$ cat src/hw/mwx_defs.svh
// constants for the multi-lane write command front end
// Notes on behaviour
// opcode ddh, mode a5h enters continuous mode
// continuous double-rate: next transaction skips opcode
// ddh refused when clock idles high
// ddh writes only while latch set
// a2h writes only while latch set
// writes never clear the write enable latch
// a2h opcode, address, mode on input line
// a2h data two lanes, bit 7 on lane1
// a1h address and mode on two lanes
// a1h data two lanes, bit 7 first
// 32h header on input line, then four lanes
// 32h data four lanes, high nibble first
// d2h address and data on four lanes
// upper mode nibble ah enters continuous mode
// other mode byte leaves continuous mode
// d1h is d2h on both clock edges
// d1h continuous only with mode a5h
// d1h refused when clock idles high
// latch is status register one bit 1
// address increments, wraps after 3ffffh
// only 18 address bits are kept
// double rate: rising nibble then falling nibble
// continuous mode reuses the entering command's format
`ifndef MWX_DEFS_SVH
`define MWX_DEFS_SVH
`define MWX_OP_DDR_BURST 8'hdd
`define MWX_OP_TWO_DATA  8'ha2
`define MWX_OP_TWO_AD    8'ha1
`define MWX_OP_FOUR_DATA 8'h32
`define MWX_OP_FOUR_AD   8'hd2
`define MWX_OP_DDR_FOUR  8'hd1
`define MWX_MODE_DDR     8'ha5
`define MWX_MODE_HI      4'ha
`define MWX_OPC_BITS     6'h08
`define MWX_ADDR_BITS    6'h18
`define MWX_BYTE_BITS    6'h08
`define MWX_W1           6'h01
`define MWX_W2           6'h02
`define MWX_W4           6'h04
`define MWX_AW           18
`define MWX_WEL_BIT      1
`define MWX_FIFO_DEPTH   8
`define MWX_ENTRY_W      26
`endif

$ cat src/hw/mwx_pkg.sv
// types for the multi-lane write command front end
`include "mwx_defs.svh"
package mwx_pkg;
   typedef enum logic [2:0] {MWX_IDLE, MWX_OPC, MWX_ADDR, MWX_MODE, MWX_DATA, MWX_IGNORE} mwx_state_e;
   typedef struct packed {
      logic [`MWX_AW-1:0] addr;
      logic [7:0]         data;
   } mwx_wr_s;
endpackage : mwx_pkg

$ cat src/hw/mwx_top.sv
// multi-lane write command front end with its write fifo
`timescale 1ns/1ps
`include "mwx_defs.svh"

module mwx_fifo #(
   parameter int WIDTH = `MWX_ENTRY_W,
   parameter int DEPTH = `MWX_FIFO_DEPTH
) (
   input  wire logic             clk,
   input  wire logic             reset,
   input  wire logic             clk_en,
   input  wire logic             in_valid,
   output logic                  in_ready,
   input  wire logic [WIDTH-1:0] in_data,
   output logic                  out_valid,
   input  wire logic             out_ready,
   output logic      [WIDTH-1:0] out_data
);
   localparam int AW = $clog2(DEPTH);
   logic [WIDTH-1:0] mem [DEPTH];
   logic [AW-1:0]    wr_ptr;
   logic [AW-1:0]    rd_ptr;
   logic [AW:0]      count;
   logic [AW-1:0]    next_wr_ptr;
   logic [AW-1:0]    next_rd_ptr;
   logic [AW:0]      next_count;
   logic             next_out_valid;
   logic [WIDTH-1:0] next_out_data;
   logic             push;
   logic             load;

   always_comb begin
      in_ready       = (count != (AW+1)'(DEPTH));
      push           = in_valid & in_ready;
      load           = (count != '0) & (~out_valid | out_ready);
      next_wr_ptr    = push ? wr_ptr + 1'b1 : wr_ptr;
      next_rd_ptr    = load ? rd_ptr + 1'b1 : rd_ptr;
      next_count     = count + (AW+1)'(push) - (AW+1)'(load);
      next_out_valid = load | (out_valid & ~out_ready);
      next_out_data  = load ? mem[rd_ptr] : out_data;
   end

   always_ff @(posedge clk or posedge reset) begin
      if (reset) begin
         wr_ptr    <= '0;
         rd_ptr    <= '0;
         count     <= '0;
         out_valid <= 1'b0;
         out_data  <= '0;
      end else if (clk_en) begin
         wr_ptr    <= next_wr_ptr;
         rd_ptr    <= next_rd_ptr;
         count     <= next_count;
         out_valid <= next_out_valid;
         out_data  <= next_out_data;
      end
   end

   always_ff @(posedge clk) begin
      if (clk_en && push) begin
         mem[wr_ptr] <= in_data;
      end
   end
endmodule : mwx_fifo

module mwx_top (
   input  wire logic             clk,
   input  wire logic             reset,
   input  wire logic             clk_en,
   input  wire logic             cs_n_pin,
   input  wire logic             sck_pin,
   input  wire logic [3:0]       io_in,
   output logic      [3:0]       io_out,
   output logic      [3:0]       io_oe,
   input  wire logic [7:0]       status_reg_one,
   output logic                  wr_valid,
   input  wire logic             wr_ready,
   output mwx_pkg::mwx_wr_s      wr_entry,
   output logic                  continuous_active,
   output logic                  mode3_refused,
   output logic                  overrun
);
   logic                  cs_s1, cs_s2, cs_s3;
   logic                  sck_s1, sck_s2, sck_s3;
   logic [3:0]            io_s1, io_s2;
   mwx_pkg::mwx_state_e   state, next_state;
   logic [7:0]            cmd, next_cmd;
   logic [31:0]           shreg, next_shreg;
   logic [5:0]            cnt, next_cnt;
   logic [`MWX_AW-1:0]    addr, next_addr;
   logic                  next_cont;
   logic [7:0]            cont_cmd, next_cont_cmd;
   mwx_pkg::mwx_wr_s      pend, next_pend;
   logic                  pend_valid, next_pend_valid;
   logic                  next_overrun;
   logic                  next_mode3;
   logic                  clk_high_at_sel, next_clk_high_at_sel;
   logic                  wel_ok, next_wel_ok;
   logic                  fifo_in_ready;
   logic                  rise, fall, cs_fall, sample;
   logic [5:0]            w;

   function automatic logic is_ddr(input logic [7:0] op);
      return (op == `MWX_OP_DDR_BURST) || (op == `MWX_OP_DDR_FOUR);
   endfunction : is_ddr

   function automatic logic is_known(input logic [7:0] op);
      return is_ddr(op) || (op == `MWX_OP_TWO_DATA) || (op == `MWX_OP_TWO_AD) ||
             (op == `MWX_OP_FOUR_DATA) || (op == `MWX_OP_FOUR_AD);
   endfunction : is_known

   // bits per sampled edge for the current phase
   function automatic logic [5:0] lane_w(input mwx_pkg::mwx_state_e st, input logic [7:0] op);
      logic [5:0] r;
      r = `MWX_W1;
      if (st == mwx_pkg::MWX_ADDR || st == mwx_pkg::MWX_MODE) begin
         if (op == `MWX_OP_TWO_AD) r = `MWX_W2;
         else if (op == `MWX_OP_FOUR_AD || is_ddr(op)) r = `MWX_W4;
         else r = `MWX_W1;
      end else if (st == mwx_pkg::MWX_DATA) begin
         if (op == `MWX_OP_TWO_DATA || op == `MWX_OP_TWO_AD) r = `MWX_W2;
         else r = `MWX_W4;
      end
      return r;
   endfunction : lane_w

   // msb first: lane 3 (or highest used) carries the earliest bit
   function automatic logic [31:0] shift_in(input logic [31:0] s, input logic [5:0] wd, input logic [3:0] io);
      logic [31:0] r;
      r = {s[30:0], io[0]};
      if (wd == `MWX_W2) r = {s[29:0], io[1], io[0]};
      else if (wd == `MWX_W4) r = {s[27:0], io[3], io[2], io[1], io[0]};
      return r;
   endfunction : shift_in

   // two-stage synchronisers, third stage only for edge finding
   always_ff @(posedge clk or posedge reset) begin
      if (reset) begin
         cs_s1  <= 1'b1;
         cs_s2  <= 1'b1;
         cs_s3  <= 1'b1;
         sck_s1 <= 1'b0;
         sck_s2 <= 1'b0;
         sck_s3 <= 1'b0;
         io_s1  <= 4'h0;
         io_s2  <= 4'h0;
      end else if (clk_en) begin
         cs_s1  <= cs_n_pin;
         cs_s2  <= cs_s1;
         cs_s3  <= cs_s2;
         sck_s1 <= sck_pin;
         sck_s2 <= sck_s1;
         sck_s3 <= sck_s2;
         io_s1  <= io_in;
         io_s2  <= io_s1;
      end
   end

   always_comb begin
      rise    = sck_s2 & ~sck_s3;
      fall    = ~sck_s2 & sck_s3;
      cs_fall = ~cs_s2 & cs_s3;
      w       = lane_w(state, cmd);
      sample  = rise | (fall & is_ddr(cmd) & ((cnt & `MWX_W4) != 6'h00) & (state == mwx_pkg::MWX_ADDR ||
                state == mwx_pkg::MWX_MODE || state == mwx_pkg::MWX_DATA));
      next_state           = state;
      next_cmd             = cmd;
      next_shreg           = shreg;
      next_cnt             = cnt;
      next_addr            = addr;
      next_cont            = continuous_active;
      next_cont_cmd        = cont_cmd;
      next_pend            = pend;
      next_pend_valid      = pend_valid & ~fifo_in_ready;
      next_overrun         = overrun;
      next_mode3           = mode3_refused;
      next_clk_high_at_sel = clk_high_at_sel;
      next_wel_ok          = wel_ok;
      if (cs_s2) begin
         next_state = mwx_pkg::MWX_IDLE;
      end else if (cs_fall) begin
         next_cnt             = 6'h00;
         next_clk_high_at_sel = sck_s2;
         next_wel_ok          = status_reg_one[`MWX_WEL_BIT];
         next_mode3           = 1'b0;
         if (continuous_active) begin
            next_cmd = cont_cmd;
            if (is_ddr(cont_cmd) && sck_s2) begin
               next_state = mwx_pkg::MWX_IGNORE;
               next_mode3 = 1'b1;
            end else begin
               next_state = mwx_pkg::MWX_ADDR;
            end
         end else begin
            next_state = mwx_pkg::MWX_OPC;
         end
      end else if (sample) begin
         next_shreg = shift_in(shreg, w, io_s2);
         next_cnt   = cnt + w;
         unique case (state)
            mwx_pkg::MWX_OPC: begin
               if (next_cnt == `MWX_OPC_BITS) begin
                  next_cnt = 6'h00;
                  next_cmd = next_shreg[7:0];
                  if (!is_known(next_shreg[7:0])) begin
                     next_state = mwx_pkg::MWX_IGNORE;
                  end else if (is_ddr(next_shreg[7:0]) && clk_high_at_sel) begin
                     next_state = mwx_pkg::MWX_IGNORE;
                     next_mode3 = 1'b1;
                  end else begin
                     next_state = mwx_pkg::MWX_ADDR;
                  end
               end
            end
            mwx_pkg::MWX_ADDR: begin
               if (next_cnt == `MWX_ADDR_BITS) begin
                  next_cnt   = 6'h00;
                  next_addr  = next_shreg[`MWX_AW-1:0];
                  next_state = mwx_pkg::MWX_MODE;
               end
            end
            mwx_pkg::MWX_MODE: begin
               if (next_cnt == `MWX_BYTE_BITS) begin
                  next_cnt      = 6'h00;
                  next_cont_cmd = cmd;
                  if (is_ddr(cmd)) begin
                     next_cont = (next_shreg[7:0] == `MWX_MODE_DDR);
                  end else begin
                     next_cont = (next_shreg[7:4] == `MWX_MODE_HI);
                  end
                  next_state = mwx_pkg::MWX_DATA;
               end
            end
            mwx_pkg::MWX_DATA: begin
               if (next_cnt == `MWX_BYTE_BITS) begin
                  next_cnt = 6'h00;
                  if (wel_ok) begin
                     if (pend_valid && !fifo_in_ready) begin
                        next_overrun = 1'b1;
                     end else begin
                        next_pend.addr  = addr;
                        next_pend.data  = next_shreg[7:0];
                        next_pend_valid = 1'b1;
                     end
                  end
                  next_addr = addr + 1'b1;
               end
            end
            mwx_pkg::MWX_IDLE, mwx_pkg::MWX_IGNORE: begin
               next_state = state;
            end
         endcase
      end
   end

   // the latch is only read here and never cleared by a write
   always_ff @(posedge clk or posedge reset) begin
      if (reset) begin
         state             <= mwx_pkg::MWX_IDLE;
         cmd               <= 8'h00;
         shreg             <= 32'h0000_0000;
         cnt               <= 6'h00;
         addr              <= '0;
         continuous_active <= 1'b0;
         cont_cmd          <= 8'h00;
         pend              <= '0;
         pend_valid        <= 1'b0;
         overrun           <= 1'b0;
         mode3_refused     <= 1'b0;
         clk_high_at_sel   <= 1'b0;
         wel_ok            <= 1'b0;
         io_out            <= 4'h0;
         io_oe             <= 4'h0;
      end else if (clk_en) begin
         state             <= next_state;
         cmd               <= next_cmd;
         shreg             <= next_shreg;
         cnt               <= next_cnt;
         addr              <= next_addr;
         continuous_active <= next_cont;
         cont_cmd          <= next_cont_cmd;
         pend              <= next_pend;
         pend_valid        <= next_pend_valid;
         overrun           <= next_overrun;
         mode3_refused     <= next_mode3;
         clk_high_at_sel   <= next_clk_high_at_sel;
         wel_ok            <= next_wel_ok;
         io_out            <= 4'h0;
         io_oe             <= 4'h0;
      end
   end

   mwx_fifo #(
      .WIDTH (`MWX_ENTRY_W),
      .DEPTH (`MWX_FIFO_DEPTH)
   ) u_fifo (
      .clk       (clk),
      .reset     (reset),
      .clk_en    (clk_en),
      .in_valid  (pend_valid),
      .in_ready  (fifo_in_ready),
      .in_data   (pend),
      .out_valid (wr_valid),
      .out_ready (wr_ready),
      .out_data  (wr_entry)
   );
endmodule : mwx_top

$ cat config.mk
export PLATFORM = sky130hd
export DESIGN_NAME = mwx_top
export DESIGN_NICKNAME = d
export VERILOG_FILES = /design/src/hw/mwx_pkg.sv /design/src/hw/mwx_top.sv
export VERILOG_INCLUDE_DIRS = /design/src /design/src/hw
export SDC_FILE = /design/constraint.sdc
export NUM_CORES = 1
export LEC_CHECK = 0
export ABC_CLOCK_PERIOD_IN_PS = 7000
export BUFFER_PORTS_ARGS = -buffer_cell sky130_fd_sc_hd__buf_2
export CAP_MARGIN = 15
export CORE_UTILIZATION = 60
export DETAILED_ROUTE_END_ITERATION = 16
export PLACE_DENSITY = 0.78
export SYNTH_ARGS = -nofsm -noshare
export SYNTH_HDL_FRONTEND = slang
export SYNTH_SLANG_ARGS = --single-unit
$ cat constraint.sdc
create_clock -name clk -period 7 [get_ports clk]
set_clock_uncertainty 0.1 [all_clocks]
set_input_delay 0.35 -clock clk [delete_from_list [all_inputs] [get_ports clk]]
set_output_delay 0.35 -clock clk [all_outputs]
set_load 0.02 [all_outputs]
# Yosys cells after proc, flatten, opt, wreduce, memory -nomap -nowiden
# Memories as Yosys holds them, arrays and structs flattened. A register that Yosys moved wholly into a read port is not among the register bits.
# Index checks and enable logic that the tools add are counted.
[word_totals]
reg_bits = 117
mem_bits_rw = 208
inputBits = 18
out_inout_bits = 38
word_cells = 174
memories = 1
[op_classes]
add_sub_neg = 6
n_eq_ne = 30
mux = 52
n_bitwise = 21
n_reduce_logical = 38
[memory_table]
columns = ["memory", "words", "word_bits", "read_ports", "rd_ports_with_merged_regs", "write_ports", "line_no", "text"]
rows = [
  ["u_fifo.mem", 8, 26, 1, 1, 1, "mwx_top.sv:20", "logic [WIDTH-1:0] mem [DEPTH];"],
]
[op_table]
columns = ["operator", "count"]
rows = [
  ["$mux 18", 7],
  ["$eq 8x8->1 const B", 13],
  ["$mux 3", 14],
  ["$mux 8", 5],
  ["$pmux 18 s2", 1],
  ["$mux 6", 5],
  ["$add 18x1->18 const B", 1],
  ["$mux 1", 18],
  ["$reduce_and 6->1", 3],
  ["$reduce_and 8->1", 2],
  ["$reduce_and 7->1", 2],
  ["$pmux 6 s2", 1],
  ["$reduce_bool 2->1", 6],
  ["$logic_or 1x1->1", 11],
  ["$and 1x1->1", 10],
  ["$pmux 3 s3", 1],
  ["$eq 8x6->1 const B", 1],
  ["$ne 4x3->1 const B", 2],
  ["$ne 4x4->1 const B", 2],
  ["$not 1->1", 8],
  ["$add 3x1->3 const B", 2],
  ["$add 6x6->6", 1],
  ["$eq 3x2->1 const B", 2],
  ["$eq 6x2->1 const B", 1],
  ["other kinds (20)", 28],
]

# Longest topological paths before layout
[logic_depth]
ltp_word = 24
ltp_mapped = 19
ltp_nobuf = 15

# By module
# A second synthesis with hierarchy kept.
[hier_totals]
hier_cells = 1071
hier_area_um2 = 15120.8
[modules_own_cells]
columns = ["module", "instances", "cells_each", "area_each_um2", "seq_area_each_um2"]
rows = [
  ["mwx_fifo", 1, 550, 9785.6, 7171.9],
  ["mwx_top", 1, 521, 5335.1, 2656.3],
]

# Worst setup path before layout
# No wires, ideal clock.
[synth_path]
kind = "reg-to-reg"
start = "register state[0]"
end = "register cmd[0]"
arrival_time_ns = 4.269
slack_ns = 2.506
stages_incl_launch_ff = 16
path_buffers = 3
path_cell_list = "dfrtp_1 buf_6 or3b_1 buf_2 a2111oi_4 clkbuf_1 ha_1 a21o_1 a21oi_1 xnor2_1 nand3_1 or2_2 o31ai_1 nand2_1 a21oi_1 mux2_2"
[synth_between]
elab_chain_cells = 12
word_cells_on_any_way = 25
[synth_lines]
columns = ["element", "line_no", "text"]
rows = [
  ["start, declared", "mwx_top.sv:86", "mwx_pkg::mwx_state_e state, next_state;"],
  ["start signal, assigned", "mwx_top.sv:259", "state <= mwx_pkg::MWX_IDLE;"],
  ["start signal, assigned", "mwx_top.sv:275", "state <= next_state;"],
  ["$eq 3x3->1 (tied with other cells)", "mwx_top.sv:120, mwx_top.sv:165", ""],
  ["$mux 3 or $logic_or 1x1->1 (tied branches)", "mwx_top.sv:120, mwx_top.sv:116, mwx_top.sv:164", ""],
  ["$mux 6", "mwx_top.sv:116", "if (st == mwx_pkg::MWX_ADDR || st == mwx_pkg::MWX_MODE) begin"],
  ["$eq 6x2->1 (no source line)", "--", ""],
  ["$mux 18", "mwx_top.sv:131", "if (wd == `MWX_W2) r = {s[29:0], io[1], io[0]};"],
  ["$mux 18", "mwx_top.sv:197", "end else if (sample) begin"],
  ["$mux 18", "mwx_top.sv:181", "end else if (cs_fall) begin"],
  ["$mux 18", "mwx_top.sv:179", "if (cs_s2) begin"],
  ["$mux 8", "mwx_top.sv:202", "if (next_cnt == `MWX_OPC_BITS) begin"],
  ["$mux 8", "mwx_top.sv:200", "unique case (state)"],
  ["$mux 8", "mwx_top.sv:197", ""],
  ["$mux 8", "mwx_top.sv:181", ""],
  ["end signal, assigned", "mwx_top.sv:276", "cmd <= next_cmd;"],
  ["end, declared", "mwx_top.sv:87", "logic [7:0] cmd, next_cmd;"],
]
# Parallel ways exist; a longest one is shown, timed or not. The select of a mux whose other input is x is not followed.
# A chain may end at the register's enable or synchronous reset.

# Final worst setup path
[layout_path]
start = "register state[0]"
end = "register cmd[6]"
[layout_between]
elab_chain_cells = 13
word_cells_on_any_way = 27
[layout_lines]
columns = ["element", "line_no", "text"]
rows = [
  ["$eq 3x3->1 (tied with other cells)", "mwx_top.sv:120, mwx_top.sv:165", ""],
  ["$mux 3 or $logic_or 1x1->1 (tied branches)", "mwx_top.sv:120, mwx_top.sv:116, mwx_top.sv:164", ""],
  ["$mux 6", "mwx_top.sv:116", ""],
  ["$eq 6x3->1 (no source line)", "--", ""],
  ["$mux 18", "mwx_top.sv:132", "else if (wd == `MWX_W4) r = {s[27:0], io[3], io[2], io[1], io[0]};"],
  ["$mux 18", "mwx_top.sv:131", ""],
  ["$mux 18", "mwx_top.sv:197", ""],
  ["$mux 18", "mwx_top.sv:181", ""],
  ["$mux 18", "mwx_top.sv:179", ""],
  ["$mux 8", "mwx_top.sv:202", ""],
  ["$mux 8", "mwx_top.sv:200", ""],
  ["$mux 8", "mwx_top.sv:197", ""],
  ["$mux 8", "mwx_top.sv:181", ""],
]
# Parallel ways exist; a longest one is shown, timed or not. The select of a mux whose other input is x is not followed.

==> results.cfg <==
[status]
status = finished, final reports clean

[setup_path]
critPathMaxFanout = 19
slowest_delay_ps = 1020
cp_data_required_time_ps = 7290
slowest_stage = a2111oi_4
crit_buf_inv = 0
startpoint_type = flop
cp_cell_sequence = or3b_1, a2111oi_4, ha_1, a21o_1, a21oi_1, xnor2_1, nand3_1, or2_2, o31ai_1, nand2_1, a21oi_1, mux2_2
crit_path_end_kind = flop
reg2reg_slack_ps = 1470
critPathTopFamily = compound AO/OA/AOI/OAI gates
critPathMostFrequentCell = a21oi_1
cp.arrival_ps = 5820
path_class = flop to flop

[routing]
vias = 8326
wl_per_cell_um = 21.1
drt_iter0_markers = 736
avgViaCountPerCell = 5.99
ant_nets = 0
finalWirelength_um = 29400
firstDrtPassIters = 5
post-route-drc-count = 0

[synthesis]
synth_cell_types = 68
synth_ff_type = edfxtp_1
syn_area_mm2 = 0.0147
seq_area_frac_synth_pct = 66.7
syn_inst = 989
synth-edff-count = 208
synth-seq-cells = 351
synth_area_per_cell_um2 = 14.9
yosys_warnings = 0
synthArstFlopShare_pct = 40.7

[finish]
drive_gt1_share_pct = 24.0
synthToLayoutAreaGrowth_pct = 12.6
nets = 1077
design_area_mm2 = 0.0166
antenna_cells = 0

[placement]
place.detailed.hpwl_um = 17100
place.gp.congestion = 0.839
portBuffers = 40
placed_cell_area_mm2 = 0.0153

[clock_tree]
post_cts_buffers = 0
cts_tree = done
cts_resized = 0
h-tree-depth = 2
holdBufCountCts = 8
numCtsBuffers = 35
clock_sinks = 351
clkTransAtPathRegs_ps = 60
worstSkewPairLatency_ps = 520
clockBufferDepth = 3
clock-root-buffer = clkbuf_16

[sta]
final_max_slew_viol_count = 0
clock.fmax_ghz = 0.181
min_period_over_period_pct = 79.1
finalHoldViolations = 0
tightest_slew_ps = 1080
layout_min_cycle_time_ps = 5530
rsz0062_at_grt = false
setup_tns_ps = 0
relSlewSlack_pct = 27.9
setup_viol = 0

[job]
cap_violations = 0

[grt]
grt_overflow_total = 0
grtUsageMet2_pct = 40.0
use_met3_pct = 3.61
grt_util_met1_pct = 33.5
grt-busiest-layer = met2
grt_pass1_vias = 8503
antenna_found_initial = 0
grt_pass1_wl_um = 47200
grt_max_degree = 76
grt_util_all_layers_pct = 24.3

[power]
p_leak_nw = 6.54
pwr-share-clk_pct = 31.8
power_frac_comb_pct = 25.2
p_per_area_mw_per_mm2 = 365
power_frac_seq_pct = 43.0
p_sw_share_pct = 30.1
p_int_w = 0.00424
ir_drop_mv = 0.240
switchingPower_w = 0.00183

[die]
start_util_pct = 62.0
coreArea_mm2 = 0.0238
die_width_um = 159
io_pins = 56
rows = 56
die_area_mm2 = 0.0252
die_h_um = 159

[worst_hold_path]
hp-class = input pin to flop
==> final timing paths <==
kind / from / endpoint / cells past startpoint
max in group asynchronous: reset / addr[0] / 4
max reg2reg: state[0] / cmd[6] / 12
min in group asynchronous: reset / u_fifo.out_data[2] / 3
min: wr_ready / u_fifo.out_valid / 3
min reg2reg: u_fifo.out_data[0] / u_fifo.out_data[0] / 2
max: state[0] / cmd[6] / 12
==> stage by stage <==
step / utilization [%] / setup WS (ps) / power, W / hold WS, ps / cells
5_1_grt: 69.8 / 1120 / 0.00635 / 44.4 / 1390
4_1_cts: 69.8 / 1450 / 0.00611 / 25.7 / 1390
3_5_place_dp: 64.5 / 1480 / 0.00417 / 365 / 1319
2_1_floorplan: - / 2510 / 0.00374 / 349 / 996
6_report: 69.8 / 1470 / 0.00606 / 39.6 / 1390
3_3_place_gp: 64.5 / 1600 / 0.00412 / 355 / 1319
==> logic make-up after synthesis <==
kind of cell / synth area share (%)
adder cells (fa/ha/maj): 1.29
AO/OA/AOI/OAI: 7.36
AND/OR/NAND/NOR: 6.72
buffers and inverters: 2.21
XOR/XNOR: 0.832
multiplexers: 14.9
other: 0.0254
flip-flops: 66.7
==> layout by cell type, fill, tap and decap left out, types with 8 or more instances in the layout <==
cell type,n
inv_1,18
xnor2_1,9
mux2i_1,31
conb_1,8
nand3_1,15
nand2b_1,10
mux2_2,63
ha_1,12
edfxtp_1,208
nand2_1,118
clkbuf_16,35
buf_4,21
nor2_1,23
mux4_2,52
dlygate4sd3_1,8
dfrtp_1,138
a22o_1,8
o21ai_0,69
a21oi_1,45
buf_2,40
==> synth_stat cells (7+ instances only) <==
library cell / instances / area, um2
o22ai_1: 7 / 43.8
ha_1: 12 / 150
nand3_1: 15 / 75.1
mux4_2: 52 / 1170
edfxtp_1: 208 / 6250
a22oi_1: 7 / 52.6
a22o_1: 8 / 70.1
nor2_1: 29 / 109
mux2i_1: 31 / 310
buf_4: 8 / 60.1
dfrtp_1: 140 / 3500
inv_1: 19 / 71.3
nand2_1: 119 / 447
clkbuf_1: 38 / 143
o21ai_0: 69 / 345
buf_1: 8 / 30.0
xnor2_1: 9 / 78.8
nand2b_1: 10 / 62.6
a21oi_1: 45 / 225
mux2_2: 63 / 709
==> power groups by stage <==
stage | Combinational (W) | Clock [W] | Sequential (W)
finish | 0.00152 | 0.00193 | 0.00261
global route | 0.00167 | 0.00204 | 0.00264
CTS | 0.00154 | 0.00196 | 0.00261
detailed placement | 0.00152 | 0 | 0.00265
global placement | 0.00149 | 0 | 0.00263
floorplan | 0.00108 | 0 | 0.00266
==> registers in the layout (all words and copies together), names as in the netlist, 3 cells and up <==
signal / count
u_fifo.out_data: 26
pend: 26
cont_cmd: 8
u_fifo.wr_ptr: 3
addr: 18
io_s1: 4
cnt: 6
cmd: 8
state: 3
shreg: 17
u_fifo.mem: 208
u_fifo.count: 4
u_fifo.rd_ptr: 3
io_s2: 4
==> area by class of cell <==
cell class | instances | area [um2]
tap | 319 | 399
timing repair buffer | 69 | 438
sequential | 351 | 9830
fill | 1516 | 7160
clock inverter | 18 | 233
clock buffer | 45 | 963
inverter | 19 | 76.3
multi-input combinational | 569 | 4650
==> routing by layer <==
metal,wire length (um),up-vias
li1,-,3844
met1,12600,4182
met2,14600,247
met3,1470,53
met4,699,0
met5,0,-
==> worst reg2reg max path: cells and delay by family, from the launching register on <==
family | cells | cell delay (ps)
and+or+nand+nor | 4 | 1380
AOI/OAI and AO/OA | 5 | 2480
adders and majority gates | 1 | 400
muxes | 1 | 420
DFF | 1 | 490
xor gates and xnor gates | 1 | 160
Note: power is estimated with default switching activity, not from simulation.
